**src/rtl/usb_susp_pkg.sv**
```systemverilog
package usb_susp_pkg;
    // ------------------------------------------------------------
    // clock and timing
    // ------------------------------------------------------------
    localparam int CLK_MHZ      = 100;   // system clock rate
    localparam int SUSP_IDLE_MS = 5;     // uninterrupted j state before suspend
    localparam int K_EXT_US     = 1500;  // k hold after pulse end, inside 1..2 ms
    localparam int K_MAX_MS     = 15;    // longest allowed resume signalling
    localparam int SUSP_IDLE_CYC = SUSP_IDLE_MS * 1000 * CLK_MHZ;
    localparam int K_EXT_CYC     = K_EXT_US * CLK_MHZ;
    localparam int K_MAX_CYC     = K_MAX_MS * 1000 * CLK_MHZ;
    localparam int CNT_W         = 21;   // wide enough for the 15 ms count

    // ------------------------------------------------------------
    // register byte offsets
    // ------------------------------------------------------------
    localparam logic [7:0] OFS_USB_CTRL  = 8'h00; // usb_control_register
    localparam logic [7:0] OFS_GLOB_CTRL = 8'h04; // global_control_register
    localparam logic [7:0] OFS_PWR_CTRL  = 8'h08; // mcu_power_control
    localparam logic [7:0] OFS_VECTOR    = 8'h0c; // interrupt_vector_register
    localparam logic [7:0] OFS_WAKE_MASK = 8'h10; // port three wake mask
    localparam logic [7:0] OFS_STATUS    = 8'h14; // flags and state

    // ------------------------------------------------------------
    // field positions
    // ------------------------------------------------------------
    localparam int BIT_RWAKE_PULSE = 0; // usb_control: remote_wake_pulse_bit
    localparam int BIT_RWAKE_EN    = 1; // usb_control: host granted remote wake
    localparam int BIT_EXTERNAL_INTERRUPT_PIN_EN     = 0; // global_control: ext_interrupt_enable
    localparam int BIT_IDLE        = 0; // mcu_power_control: idle_mode_bit
    localparam int BIT_EXT_PIN     = 2; // port three bit shared with ext pin
    localparam int ST_SUSP_REQ     = 0;
    localparam int ST_RES_REQ      = 1;
    localparam int ST_WAKE         = 2;
    localparam int ST_SUSPENDED    = 3;
    localparam int ST_K_DRIVE      = 4;
    localparam int ST_CLK_RUN      = 5;

    // ------------------------------------------------------------
    // vectors and reset values
    // ------------------------------------------------------------
    localparam logic [7:0] VEC_NONE    = 8'h00;
    localparam logic [7:0] VEC_SUSPEND = 8'h16;
    localparam logic [7:0] VEC_RESUME  = 8'h18;
    localparam logic [7:0] VEC_EXTERNAL_INTERRUPT_PIN    = 8'h1f;
    localparam logic [7:0] WAKE_MASK_RST = 8'hff;
    localparam logic [1:0] RESP_OKAY   = 2'h0;
    localparam logic [1:0] RESP_SLVERR = 2'h2;

    // k state sequencer
    typedef enum logic [1:0] {K_OFF, K_PULSE, K_EXT} k_state_t;
endpackage

```
**src/rtl/usb_suspend_resume_wakeup.sv**
```systemverilog
`timescale 1ns/1ps
module usb_suspend_resume_wakeup #(
    parameter int SUSP_IDLE_CYC = usb_susp_pkg::SUSP_IDLE_CYC,
    parameter int K_EXT_CYC     = usb_susp_pkg::K_EXT_CYC,
    parameter int K_MAX_CYC     = usb_susp_pkg::K_MAX_CYC,
    parameter int PORT_W        = 8
) (
    // clock, reset, enable
    input  wire logic              i_sys_clk,
    input  wire logic              i_sys_rst,
    input  wire logic              i_ce,
    // axi4-lite write address / data / response
    input  wire logic              i_awvalid,
    input  wire logic [7:0]        i_awaddr,
    output logic                   o_awready,
    input  wire logic              i_wvalid,
    input  wire logic [31:0]       i_wdata,
    input  wire logic [3:0]        i_wstrb,
    output logic                   o_wready,
    output logic                   o_bvalid,
    output logic [1:0]             o_bresp,
    input  wire logic              i_bready,
    // axi4-lite read address / data
    input  wire logic              i_arvalid,
    input  wire logic [7:0]        i_araddr,
    output logic                   o_arready,
    output logic                   o_rvalid,
    output logic [31:0]            o_rdata,
    output logic [1:0]             o_rresp,
    input  wire logic              i_rready,
    // usb line state
    input  wire logic              i_bus_idle,
    input  wire logic              i_bus_active,
    // port three and external pin (active low)
    input  wire logic [PORT_W-1:0] i_port_three,
    input  wire logic              i_ext_int_pin_n,
    // mcu status
    input  wire logic              i_mcu_in_isr,
    // outputs to mcu and clocks
    output logic                   o_clk_run,
    output logic                   o_k_drive,
    output logic                   o_int_zero,
    output logic                   o_usb_irq,
    output logic                   o_suspended
);
    // ------------------------------------------------------------
    // state
    // ------------------------------------------------------------
    typedef struct packed {
        logic                          aw_ok;    // address held
        logic [7:0]                    awaddr;
        logic                          w_ok;     // data held
        logic [31:0]                   wdata;
        logic [3:0]                    wstrb;
        logic                          awready;
        logic                          wready;
        logic                          arready;
        logic                          bvalid;
        logic [1:0]                    bresp;
        logic                          rvalid;
        logic [31:0]                   rdata;
        logic [1:0]                    rresp;
        logic                          rwake_pulse; // remote_wake_pulse_bit
        logic                          rwake_en;    // feature granted
        logic                          external_interrupt_pin_en;     // ext_interrupt_enable
        logic                          idle_mode;   // idle_mode_bit
        logic [PORT_W-1:0]             wake_mask;
        logic                          susp_req;    // suspend_request_flag
        logic                          res_req;     // resume_request_flag
        logic                          wake;        // wake flip-flop
        logic                          ext_flag;    // normal pin interrupt
        logic                          gate_prev;   // last gated wake level
        logic                          pin_prev;
        logic [usb_susp_pkg::CNT_W-1:0] idle_cnt;
        logic                          susp_cond;   // 5 ms idle seen
        usb_susp_pkg::k_state_t        k_st;
        logic [usb_susp_pkg::CNT_W-1:0] k_cnt;      // hold after pulse
        logic [usb_susp_pkg::CNT_W-1:0] k_total;    // whole signalling
        logic                          k_drive;
        logic                          clk_run;
        logic                          int_zero;
        logic                          usb_irq;
        logic                          suspended;
    } state_t;

    state_t s_q;  // registered state
    state_t s_d;  // next state

    localparam logic [usb_susp_pkg::CNT_W-1:0] IDLE_LIM =
        usb_susp_pkg::CNT_W'(SUSP_IDLE_CYC - 1);
    localparam logic [usb_susp_pkg::CNT_W-1:0] KEXT_LIM =
        usb_susp_pkg::CNT_W'(K_EXT_CYC - 1);
    localparam logic [usb_susp_pkg::CNT_W-1:0] KMAX_LIM =
        usb_susp_pkg::CNT_W'(K_MAX_CYC - 1);

    // ------------------------------------------------------------
    // helpers
    // ------------------------------------------------------------
    // current vector, suspend above resume above pin
    function automatic logic [7:0] cur_vec(input state_t s);
        if (s.susp_req) begin
            cur_vec = usb_susp_pkg::VEC_SUSPEND;
        end else if (s.res_req) begin
            cur_vec = usb_susp_pkg::VEC_RESUME;
        end else if ((s.wake || s.ext_flag) && s.external_interrupt_pin_en) begin
            cur_vec = usb_susp_pkg::VEC_EXTERNAL_INTERRUPT_PIN;
        end else begin
            cur_vec = usb_susp_pkg::VEC_NONE;
        end
    endfunction

    // known register offset
    function automatic logic addr_ok(input logic [7:0] a);
        addr_ok = (a == usb_susp_pkg::OFS_USB_CTRL)  ||
                  (a == usb_susp_pkg::OFS_GLOB_CTRL) ||
                  (a == usb_susp_pkg::OFS_PWR_CTRL)  ||
                  (a == usb_susp_pkg::OFS_VECTOR)    ||
                  (a == usb_susp_pkg::OFS_WAKE_MASK) ||
                  (a == usb_susp_pkg::OFS_STATUS);
    endfunction

    // ------------------------------------------------------------
    // next-state logic
    // ------------------------------------------------------------
    always_comb begin
        logic              do_wr;
        logic              do_rd;
        logic [7:0]        vec;
        logic [PORT_W-1:0] pins;
        logic              gate;
        logic              clr_susp;
        logic              clr_res;
        logic              clr_wake;
        logic              pulse_fall;
        s_d        = s_q;
        do_wr      = 1'b0;
        do_rd      = 1'b0;
        vec        = cur_vec(s_q);
        pins       = i_port_three;
        gate       = 1'b0;
        clr_susp   = 1'b0;
        clr_res    = 1'b0;
        clr_wake   = 1'b0;
        pulse_fall = 1'b0;

        // bus: latch address and data in either order
        if (i_awvalid && s_q.awready) begin
            s_d.aw_ok  = 1'b1;
            s_d.awaddr = i_awaddr;
        end
        if (i_wvalid && s_q.wready) begin
            s_d.w_ok  = 1'b1;
            s_d.wdata = i_wdata;
            s_d.wstrb = i_wstrb;
        end
        if (s_q.bvalid && i_bready) begin
            s_d.bvalid = 1'b0;
        end
        // both halves held and no response pending: commit
        if (s_q.aw_ok && s_q.w_ok && !s_q.bvalid) begin
            do_wr      = 1'b1;
            s_d.aw_ok  = 1'b0;
            s_d.w_ok   = 1'b0;
            s_d.bvalid = 1'b1;
            s_d.bresp  = addr_ok(s_q.awaddr) ? usb_susp_pkg::RESP_OKAY
                                             : usb_susp_pkg::RESP_SLVERR;
        end

        // register writes, only low byte lane carries fields
        if (do_wr && s_q.wstrb[0]) begin
            unique case (s_q.awaddr)
                usb_susp_pkg::OFS_USB_CTRL: begin
                    // pulse only counts once the host granted it
                    s_d.rwake_en    = s_q.wdata[usb_susp_pkg::BIT_RWAKE_EN];
                    s_d.rwake_pulse = s_q.wdata[usb_susp_pkg::BIT_RWAKE_PULSE]
                                      && s_d.rwake_en;
                end
                usb_susp_pkg::OFS_GLOB_CTRL: begin
                    s_d.external_interrupt_pin_en = s_q.wdata[usb_susp_pkg::BIT_EXTERNAL_INTERRUPT_PIN_EN];
                end
                usb_susp_pkg::OFS_PWR_CTRL: begin
                    // setting idle from a handler would strand interrupt zero
                    if (!i_mcu_in_isr || !s_q.wdata[usb_susp_pkg::BIT_IDLE]) begin
                        s_d.idle_mode = s_q.wdata[usb_susp_pkg::BIT_IDLE];
                    end
                end
                usb_susp_pkg::OFS_VECTOR: begin
                    // data is ignored; the write itself acknowledges
                    clr_susp = (vec == usb_susp_pkg::VEC_SUSPEND);
                    clr_res  = (vec == usb_susp_pkg::VEC_RESUME);
                    clr_wake = (vec == usb_susp_pkg::VEC_EXTERNAL_INTERRUPT_PIN);
                end
                usb_susp_pkg::OFS_WAKE_MASK: begin
                    s_d.wake_mask = s_q.wdata[PORT_W-1:0];
                end
                default: begin
                    // unmapped: answered with slverr, nothing stored
                end
            endcase
        end

        // ------------------------------------------------------------
        // suspend detection
        // ------------------------------------------------------------
        // any break in the j state restarts the 5 ms count
        if (!i_bus_idle) begin
            s_d.idle_cnt  = '0;
            s_d.susp_cond = 1'b0;
        end else if (s_q.idle_cnt == IDLE_LIM) begin
            s_d.susp_cond = 1'b1;
        end else begin
            s_d.idle_cnt = s_q.idle_cnt + 1'b1;
        end
        // flag sticks; a new condition wins over its clear
        if (clr_susp) begin
            s_d.susp_req = 1'b0;
        end
        if (s_d.susp_cond && !s_q.susp_cond) begin
            s_d.susp_req = 1'b1;
        end

        // suspended: idle bit set, condition held, no wake pending
        s_d.suspended = s_d.idle_mode && s_q.susp_cond &&
                        !s_q.wake && !s_q.res_req;

        // ------------------------------------------------------------
        // bus resume
        // ------------------------------------------------------------
        if (clr_res) begin
            s_d.res_req = 1'b0;
        end
        if (s_q.suspended && i_bus_active) begin
            s_d.res_req   = 1'b1;
            s_d.idle_mode = 1'b0;
            s_d.suspended = 1'b0;
        end

        // ------------------------------------------------------------
        // local wake
        // ------------------------------------------------------------
        // in suspend the external pin stands in for bit two
        if (s_q.suspended) begin
            pins[usb_susp_pkg::BIT_EXT_PIN] = i_ext_int_pin_n;
        end
        // low input with clear mask counts; a set mask hides it
        gate = (|(~pins & ~s_q.wake_mask)) && s_q.suspended;
        s_d.gate_prev = gate;
        if (clr_wake) begin
            s_d.wake     = 1'b0;
            s_d.ext_flag = 1'b0;
        end
        if (gate && !s_q.gate_prev) begin
            s_d.wake      = 1'b1;
            s_d.suspended = 1'b0;
        end
        // normal pin interrupt only while clocks run
        s_d.pin_prev = i_ext_int_pin_n;
        if (!s_q.suspended && s_q.pin_prev && !i_ext_int_pin_n) begin
            s_d.ext_flag = 1'b1;
        end

        // ------------------------------------------------------------
        // remote wake k signalling
        // ------------------------------------------------------------
        pulse_fall = !s_d.rwake_pulse && s_q.rwake_pulse;
        unique case (s_q.k_st)
            usb_susp_pkg::K_OFF: begin
                s_d.k_total = '0;
                if (s_q.rwake_pulse) begin
                    s_d.k_st = usb_susp_pkg::K_PULSE;
                end
            end
            usb_susp_pkg::K_PULSE: begin
                // k follows the pulse for its whole width
                s_d.k_total = s_q.k_total + 1'b1;
                if (pulse_fall || !s_q.rwake_pulse) begin
                    s_d.k_st  = usb_susp_pkg::K_EXT;
                    s_d.k_cnt = '0;
                end
            end
            usb_susp_pkg::K_EXT: begin
                s_d.k_total = s_q.k_total + 1'b1;
                s_d.k_cnt   = s_q.k_cnt + 1'b1;
                if (s_q.k_cnt == KEXT_LIM) begin
                    s_d.k_st = usb_susp_pkg::K_OFF;
                end
            end
        endcase
        // hard stop so an overlong pulse cannot break the bound
        if (s_q.k_st != usb_susp_pkg::K_OFF && s_q.k_total == KMAX_LIM) begin
            s_d.k_st        = usb_susp_pkg::K_OFF;
            s_d.rwake_pulse = 1'b0;
        end
        s_d.k_drive = (s_d.k_st != usb_susp_pkg::K_OFF);

        // ------------------------------------------------------------
        // clocks and interrupts
        // ------------------------------------------------------------
        s_d.clk_run  = !s_d.suspended;
        s_d.int_zero = (s_d.wake || s_d.ext_flag) && s_d.external_interrupt_pin_en;
        s_d.usb_irq  = s_d.susp_req || s_d.res_req;

        // ------------------------------------------------------------
        // reads, flags and idle bit visible to firmware
        // ------------------------------------------------------------
        if (s_q.rvalid && i_rready) begin
            s_d.rvalid = 1'b0;
        end
        if (i_arvalid && s_q.arready) begin
            do_rd      = 1'b1;
            s_d.rvalid = 1'b1;
            s_d.rdata  = '0;
            s_d.rresp  = addr_ok(i_araddr) ? usb_susp_pkg::RESP_OKAY
                                           : usb_susp_pkg::RESP_SLVERR;
            unique case (i_araddr)
                usb_susp_pkg::OFS_USB_CTRL: begin
                    s_d.rdata[usb_susp_pkg::BIT_RWAKE_PULSE] = s_q.rwake_pulse;
                    s_d.rdata[usb_susp_pkg::BIT_RWAKE_EN]    = s_q.rwake_en;
                end
                usb_susp_pkg::OFS_GLOB_CTRL: begin
                    s_d.rdata[usb_susp_pkg::BIT_EXTERNAL_INTERRUPT_PIN_EN] = s_q.external_interrupt_pin_en;
                end
                usb_susp_pkg::OFS_PWR_CTRL: begin
                    s_d.rdata[usb_susp_pkg::BIT_IDLE] = s_q.idle_mode;
                end
                usb_susp_pkg::OFS_VECTOR: begin
                    s_d.rdata[7:0] = vec;
                end
                usb_susp_pkg::OFS_WAKE_MASK: begin
                    s_d.rdata[PORT_W-1:0] = s_q.wake_mask;
                end
                usb_susp_pkg::OFS_STATUS: begin
                    s_d.rdata[usb_susp_pkg::ST_SUSP_REQ]  = s_q.susp_req;
                    s_d.rdata[usb_susp_pkg::ST_RES_REQ]   = s_q.res_req;
                    s_d.rdata[usb_susp_pkg::ST_WAKE]      = s_q.wake;
                    s_d.rdata[usb_susp_pkg::ST_SUSPENDED] = s_q.suspended;
                    s_d.rdata[usb_susp_pkg::ST_K_DRIVE]   = s_q.k_drive;
                    s_d.rdata[usb_susp_pkg::ST_CLK_RUN]   = s_q.clk_run;
                end
                default: begin
                    // unmapped reads as zero
                end
            endcase
        end

        // readies registered so every output is a flop
        s_d.awready = !s_d.aw_ok && !s_d.bvalid;
        s_d.wready  = !s_d.w_ok && !s_d.bvalid;
        s_d.arready = !s_d.rvalid && !do_rd;
    end

    // ------------------------------------------------------------
    // state register
    // ------------------------------------------------------------
    always_ff @(posedge i_sys_clk) begin
        if (i_sys_rst) begin
            s_q           <= '0;
            s_q.wake_mask <= usb_susp_pkg::WAKE_MASK_RST;
            s_q.k_st      <= usb_susp_pkg::K_OFF;
            s_q.gate_prev <= 1'b0;
            s_q.pin_prev  <= 1'b1;
            s_q.clk_run   <= 1'b1;
        end else if (i_ce) begin
            s_q <= s_d;
        end
    end

    // ------------------------------------------------------------
    // outputs straight from flops
    // ------------------------------------------------------------
    assign o_awready   = s_q.awready;
    assign o_wready    = s_q.wready;
    assign o_bvalid    = s_q.bvalid;
    assign o_bresp     = s_q.bresp;
    assign o_arready   = s_q.arready;
    assign o_rvalid    = s_q.rvalid;
    assign o_rdata     = s_q.rdata;
    assign o_rresp     = s_q.rresp;
    assign o_clk_run   = s_q.clk_run;
    assign o_k_drive   = s_q.k_drive;
    assign o_int_zero  = s_q.int_zero;
    assign o_usb_irq   = s_q.usb_irq;
    assign o_suspended = s_q.suspended;
endmodule // usb_suspend_resume_wakeup

```
**config.mk**
```make
export PLATFORM = sky130hd
export DESIGN_NAME = usb_suspend_resume_wakeup
export DESIGN_NICKNAME = d
export VERILOG_FILES = /design/src/rtl/usb_susp_pkg.sv /design/src/rtl/usb_suspend_resume_wakeup.sv
export SDC_FILE = /design/constraint.sdc
export NUM_CORES = 1
export LEC_CHECK = 0
export ABC_AREA = 1
export BUFFER_PORTS_ARGS = -buffer_cell sky130_fd_sc_hd__buf_4
export CAP_MARGIN = 20
export CELL_PAD_IN_SITES_DETAIL_PLACEMENT = 0
export CELL_PAD_IN_SITES_GLOBAL_PLACEMENT = 1
export CORE_ASPECT_RATIO = 0.5
export CORE_MARGIN = 4
export CORE_UTILIZATION = 40
export CTS_CLUSTER_SIZE = 28
export DETAILED_ROUTE_END_ITERATION = 8
export GPL_TIMING_DRIVEN = 0
export PLACE_DENSITY_LB_ADDON = 0.3
export SYNTH_ARGS = -nofsm -noshare
export SYNTH_HDL_FRONTEND = slang
export SYNTH_SLANG_ARGS = --single-unit
```
**constraint.sdc**
```tcl
create_clock -name i_sys_clk -period 2.1 [get_ports i_sys_clk]
set_clock_uncertainty 0.05 [all_clocks]
set_input_delay 0.21 -clock i_sys_clk [delete_from_list [all_inputs] [get_ports i_sys_clk]]
set_output_delay 0.21 -clock i_sys_clk [all_outputs]
set_load 0.1 [all_outputs]
```
Yosys cells after proc, flatten, opt, wreduce, memory -nomap -nowiden

Cells that the tools add are included.

Register bits after elaboration: 152
Output and inout bits: 46
Logic and storage cells: 186

Add/sub/neg operators: 3
Equality and inequality tests: 20
Multiplexer cells: 53
Bitwise operators: 3
Reductions and logical operators: 73

Operators with widths:

| operator                | count |
|---|---|
| $pmux W21 S2            | 2 |
| $add A21 B1 Y21 const B | 3 |
| $eq A8 B5 Y1 const B    | 7 |
| $mux W37                | 1 |
| $mux W35                | 1 |
| $eq A8 B4 Y1 const B    | 4 |
| $mux W1                 | 27 |
| $logic_and A1 B1 Y1     | 25 |
| $mux W23                | 1 |
| $mux W22                | 1 |
| $eq A21 B18 Y1 const B  | 1 |
| $eq A21 B19 Y1 const B  | 1 |
| $eq A21 B21 Y1 const B  | 1 |
| $mux W21                | 1 |
| $logic_not A1 Y1        | 17 |
| $eq A8 B3 Y1 const B    | 2 |
| $logic_not A8 Y1        | 2 |
| $not A8 Y8              | 2 |
| $logic_or A1 B1 Y1      | 15 |
| $mux W5                 | 3 |
| $mux W2                 | 7 |
| $mux W12                | 1 |
| $pmux W4 S3             | 1 |
| $reduce_and A2 Y1       | 5 |
| 16 further kinds        | 21 |

Depth between registers and ports, before layout

Word-level depth: 12
Depth in mapped cells: 12
Gate-level depth less buffers: 12

Worst setup path before layout

No wires, ideal clock.

Path type: reg2reg
Start point: reg s_q (netlist bit o_bvalid)
End point: reg s_q[27] (netlist name)
Arrival time: 1.952 ns
Required time: 1.929 ns
Path slack: -0.023 ns
Stages on the path, launching flop included: 11
Period minus slack after synthesis: 2.123 ns
Cells stage by stage: dfxtp_1 inv_1 nand3_2 nor2_4 nand3_2 nand3_2 nand2_4 buf_2 nand2_1 o21ai_0 nor2_1

Word-level cells in the longest chain between the ends: 10

RTL lines:

| element                            | RTL line                         | text |
|---|---|---|
| from (decl)                        | usb_suspend_resume_wakeup.sv:86  | `state_t s_q;` |
| $logic_not A1 Y1                   | usb_suspend_resume_wakeup.sv:160 | `if (s_q.aw_ok && s_q.w_ok && !s_q.bvalid) begin` |
| $logic_and A1 B1 Y1                | usb_suspend_resume_wakeup.sv:160 |  |
| $mux W1                            | usb_suspend_resume_wakeup.sv:160 |  |
| $logic_and A1 B1 Y1                | usb_suspend_resume_wakeup.sv:170 | `if (do_wr && s_q.wstrb[0]) begin` |
| $mux W12                           | usb_suspend_resume_wakeup.sv:170 |  |
| $logic_not A1 Y1                   | usb_suspend_resume_wakeup.sv:265 | `pulse_fall = !s_d.rwake_pulse && s_q.rwake_pulse;` |
| $logic_and A1 B1 Y1                | usb_suspend_resume_wakeup.sv:265 |  |
| $logic_or A1 B1 Y1                 | usb_suspend_resume_wakeup.sv:276 | `if (pulse_fall \|\| !s_q.rwake_pulse) begin` |
| $ne A2 B2 Y1 (no source line)      | --                               |  |
| $reduce_and A3 Y1 (no source line) | --                               |  |

Every way passes these cells.
A chain may end at the register's enable or synchronous reset.

Worst setup path in the final report

Start point: reg s_q[26] (netlist name)
End point: reg s_q[42] (netlist name)

Word-level cells in the longest chain between the ends: 2

RTL lines:

| element         | RTL line                         | text |
|---|---|---|
| $add A21 B1 Y21 | usb_suspend_resume_wakeup.sv:283 | `s_d.k_cnt = s_q.k_cnt + 1'b1;` |
| $pmux W21 S2    | usb_suspend_resume_wakeup.sv:266 | `unique case (s_q.k_st)` |

Every way passes these cells.

==> out/results.txt <==
Post-synthesis compound-gate area fraction: 15.2%
Area overhead of the layout relative to synthesis: 23.0%
Routability congestion estimate from global placement: 0.903
Pin count of the biggest net entering global routing: 17
Data required time at the worst endpoint: 2330 ps
Arithmetic-cell share of the synthesized area counting full adders, half adders and majority gates: 1.12%
Count of endpoints failing hold in the final timing report: 0
Via count of the first global-routing pass: 6215
Die Outline Area: 19100 um^2
Area of combinational cells with multiple inputs: 3540 um^2
CTS Sinks: 123
Worst-case headroom to the max-slew limit: 46.8%
GRT Util Overall: 20.0%
Worst Reg-to-Reg Cells: 9
Die width: 191 um
Dominant combinational cell family by area after synthesis: simple AND/OR/NAND/NOR gates
Leakage component of the power: 0.00331 uW
Xor-xnor portion of the synthesized cell area: 1.04%
Count of TritonRoute iterations in the first routing pass: 6
Count of port buffers added during placement: 63
Cell at the slowest stage of the critical path: sky130_fd_sc_hd__dfxtp_1
Power share of the clock group: 51.5%
Max rail drop VDD: 0.591 mV
Number of failing setup endpoints in the final timing report: 0
Sequential element share of the synthesized area: 36.6%
Yosys top cell area share: 36.6%
Floorplan Core Area: 16400 um^2
Simple-gate area share of the yosys netlist: 33.5%
Startpoint of the worst hold path: i_wdata[6]
CP Class: flop to flop
Number of DRC markers in iteration 0: 488
Count of cell types in the netlist: 50
I/O Pins: 118
Antenna diode instance count: 0
Cell taking the most area after synthesis: sky130_fd_sc_hd__dfxtp_1
Drt wl/cell: 13.8 um
CTS H-tree lvls: 4
Number of flip-flops under the largest register name: 103
WL met3: 1050 um
Number of pins exceeding their max-slew limit in the final report: 0
Number of CTS-inserted buffers: 17
Cells after Synth: 1011
Met2 Wirelength: 8020 um
Number of inserted filler cells in the final layout: 1712
Clk Latency, worst-skew pair: 420 ps
Vias: 6707
Arrival time worst endpoint: 2160 ps
Final critical-path required period: 1920 ps
Crit path capture type: flop
Largest incremental delay on the critical path: 440 ps
WP buf/inv: 0
Count of maximum capacitance violations: 0
Internal power component: 4550 uW
Routed via count divided by cell count: 4.93
Syn_area_per_cell: 6.65 um^2
Slew @ Worst Pin: 798 ps
Chip Height: 99.6 um
CTS Buffer Depth: 2
Capturing point of the worst reg2reg path: s_q[42]$_SDFFE_PP0P_
Worst r2r src: s_q[26]$_SDFFE_PP0P_
Portion of total power attributed to sequential cells: 38.4%
Estimated wirelength of the detail-placed design: 14000 um
Initial antenna violation count: 0
Result of the run: finished clean
DRC Markers: 0
Number of instances on the worst hold path: 3
Reg with most FFs: s_q
Cell Rows: 33
Type of the worst min-delay path: input port to flop
Net switching fraction of the power: 27.0%
Post-synth EDFFs: 0
Number of storage elements in the synthesis netlist: 123
Hold WS: 11.6 ps
Reported net switching power: 1680 uW
Total power divided by cell area: 754 nW/um^2
Unrepaired setup endpoints after global routing: false
Max FO, Critical Path: 6
Fraction of final layout cells sized beyond drive strength 1: 15.6%
Achievable clock frequency: 520 MHz
Clock tree from TritonCTS: done
DR top layer: met4
Clk root buf: sky130_fd_sc_hd__clkbuf_16
Post-Route M1 WL: 9480 um
Effective utilization at floorplan: 40.9%
Final worst-path cycle share: 91.6%
Most repeated cell in the gate-level netlist after synthesis: sky130_fd_sc_hd__nand2_1
Most used standard cells in the synthesized netlist: sky130_fd_sc_hd__nand2_1 (242), sky130_fd_sc_hd__nor2_1 (125), sky130_fd_sc_hd__dfxtp_1 (123)
R2r setup slk: 180 ps
Post-synthesis async set-or-reset flop share: 0%
Flip-flop cell with the highest count after synthesis: sky130_fd_sc_hd__dfxtp_1
Total congestion overflow after global routing: 0
Global-route wire length before repair: 30900 um
Largest cells by area after synthesis: sky130_fd_sc_hd__dfxtp_1 (37%), sky130_fd_sc_hd__nand2_1 (14%), sky130_fd_sc_hd__a21oi_1 (7.7%), sky130_fd_sc_hd__nor2_1 (7.0%), sky130_fd_sc_hd__inv_1 (6.2%)
Worst path cell trace: ha_1 -> nand2_1 -> nor2_4 -> and2_1 -> nand4_1 -> nand3_1 -> nor2_1 -> a21oi_1 -> nor2_1
Final routed wirelength across all metal layers: 18700 um
Synthesized area: 6720 um^2
Clock-pin slew reported for the worst setup and hold paths after clock tree synthesis: 60 ps
Category of the worst setup path launch point: flop
Yosys warning total: 0
Net total in the final layout: 1198
Count of antenna-violating nets left after detailed routing: 0
Relative contribution of combinational cells to total power: 10.1%
Critical path's top delay family: simple AND/OR/NAND/NOR gates
Share of cell area taken by muxes after synthesis: 0%
Seq. cell area: 2470 um^2
Worst Hold Path EP: s_q[140]$_SDFFE_PP0P_
TNS Setup: 0 ps
Library cell appearing most often on the critical path: sky130_fd_sc_hd__nor2_1
==> metrics by stage <==
| step | area (um^2) | cells | total power, uW | util (%) | setup WS, ps |
|---|---|---|---|---|---|
| after floorplan | 6810 | 1036 | 2910 | - | 194 |
| after global placement | 7570 | 1326 | 3060 | 46.1 | 26.4 |
| after detailed placement | 7570 | 1326 | 3060 | 46.1 | 17.1 |
| after CTS | 8230 | 1360 | 6290 | 50.1 | 46.3 |
| after global routing | 8260 | 1360 | 6450 | 50.3 | 3.91 |
| final | 8260 | 1360 | 6230 | 50.3 | 177 |
==> final cells by class <==
cell class	instances	area share, %
Clock buffer	18	5.19
Sequential cell	123	29.9
Multi-Input combinational cell	737	42.9
Timing Repair Buffer	65	5.97
Tap cell	227	3.44
Buffer	63	4.92
Inverter	113	5.19
Clock inverter	14	2.53
==> power by group through the flow <==
stage,combinational (uW),sequential (uW),clock [uW]
floorplan,430,2480,0
global placement,615,2440,0
detailed placement,618,2440,0
CTS,623,2390,3270
global route,672,2400,3380
finish,626,2390,3210
==> per-layer routing <==
layer  vias to the layer above  track usage, %
met5                         -               0
met4                         0            5.41
met3                        14            4.10
met2                       168            30.4
met1                      3052            28.9
li1                       3473               -
==> cell usage in the layout (no fill, tap or decap), types with 5 or more instances in the layout <==
cell type                   instances
sky130_fd_sc_hd__a21oi_1          104
sky130_fd_sc_hd__buf_2             10
sky130_fd_sc_hd__buf_4            100
sky130_fd_sc_hd__clkbuf_1          15
sky130_fd_sc_hd__clkbuf_16         17
sky130_fd_sc_hd__clkinv_4           5
sky130_fd_sc_hd__conb_1            26
sky130_fd_sc_hd__dfxtp_1          119
sky130_fd_sc_hd__inv_1            111
sky130_fd_sc_hd__nand2_1          242
sky130_fd_sc_hd__nand3_1           64
sky130_fd_sc_hd__nand3_2            5
sky130_fd_sc_hd__nand4_1           30
sky130_fd_sc_hd__nor2_1           124
sky130_fd_sc_hd__nor3_1            17
sky130_fd_sc_hd__nor3_2             5
sky130_fd_sc_hd__o211ai_1          12
sky130_fd_sc_hd__o21ai_0           51
sky130_fd_sc_hd__xor2_1             7
==> how the worst max path moves through the flow <==
stage	slack, ps	depth (start not counted)	from	endpoint
2_1_floorplan	190	4	o_awready$_SDFFE_PP0P_	s_q[174]$_SDFFE_PP0P_
3_3_place_gp	30	9	s_q[26]$_SDFFE_PP0P_	s_q[42]$_SDFFE_PP0P_
3_5_place_dp	20	9	s_q[26]$_SDFFE_PP0P_	s_q[42]$_SDFFE_PP0P_
4_1_cts	50	10	s_q[50]$_SDFFE_PP0P_	s_q[50]$_SDFFE_PP0P_
5_1_grt	4	11	s_q[50]$_SDFFE_PP0P_	s_q[53]$_SDFFE_PP0P_
6_report	180	9	s_q[26]$_SDFFE_PP0P_	s_q[42]$_SDFFE_PP0P_
==> what timing repair did <==
item	CTS	global route
pin swaps	0	0
setup buffers	0	0
gates resized for setup	1	8
endpoints found under the setup margin	1	37
gates cloned	0	0
hold endpoints to repair	2	0
hold buffers	2	0
==> cells by family after synthesis <==
logic type               after synthesis
AND/OR/NAND/NOR                      509
AO/OA/AOI/OAI                        188
buffers and inverters                176
flip-flops                           123
XOR/XNOR                               8
adder cells (fa/ha/maj)                6
other                                  1
==> worst min-delay path, stage by stage <==
cell,delay (ps)
sky130_fd_sc_hd__buf_4,70
sky130_fd_sc_hd__o21ai_0,70
sky130_fd_sc_hd__a21oi_1,100
Note: power is estimated with default switching activity, not from simulation.
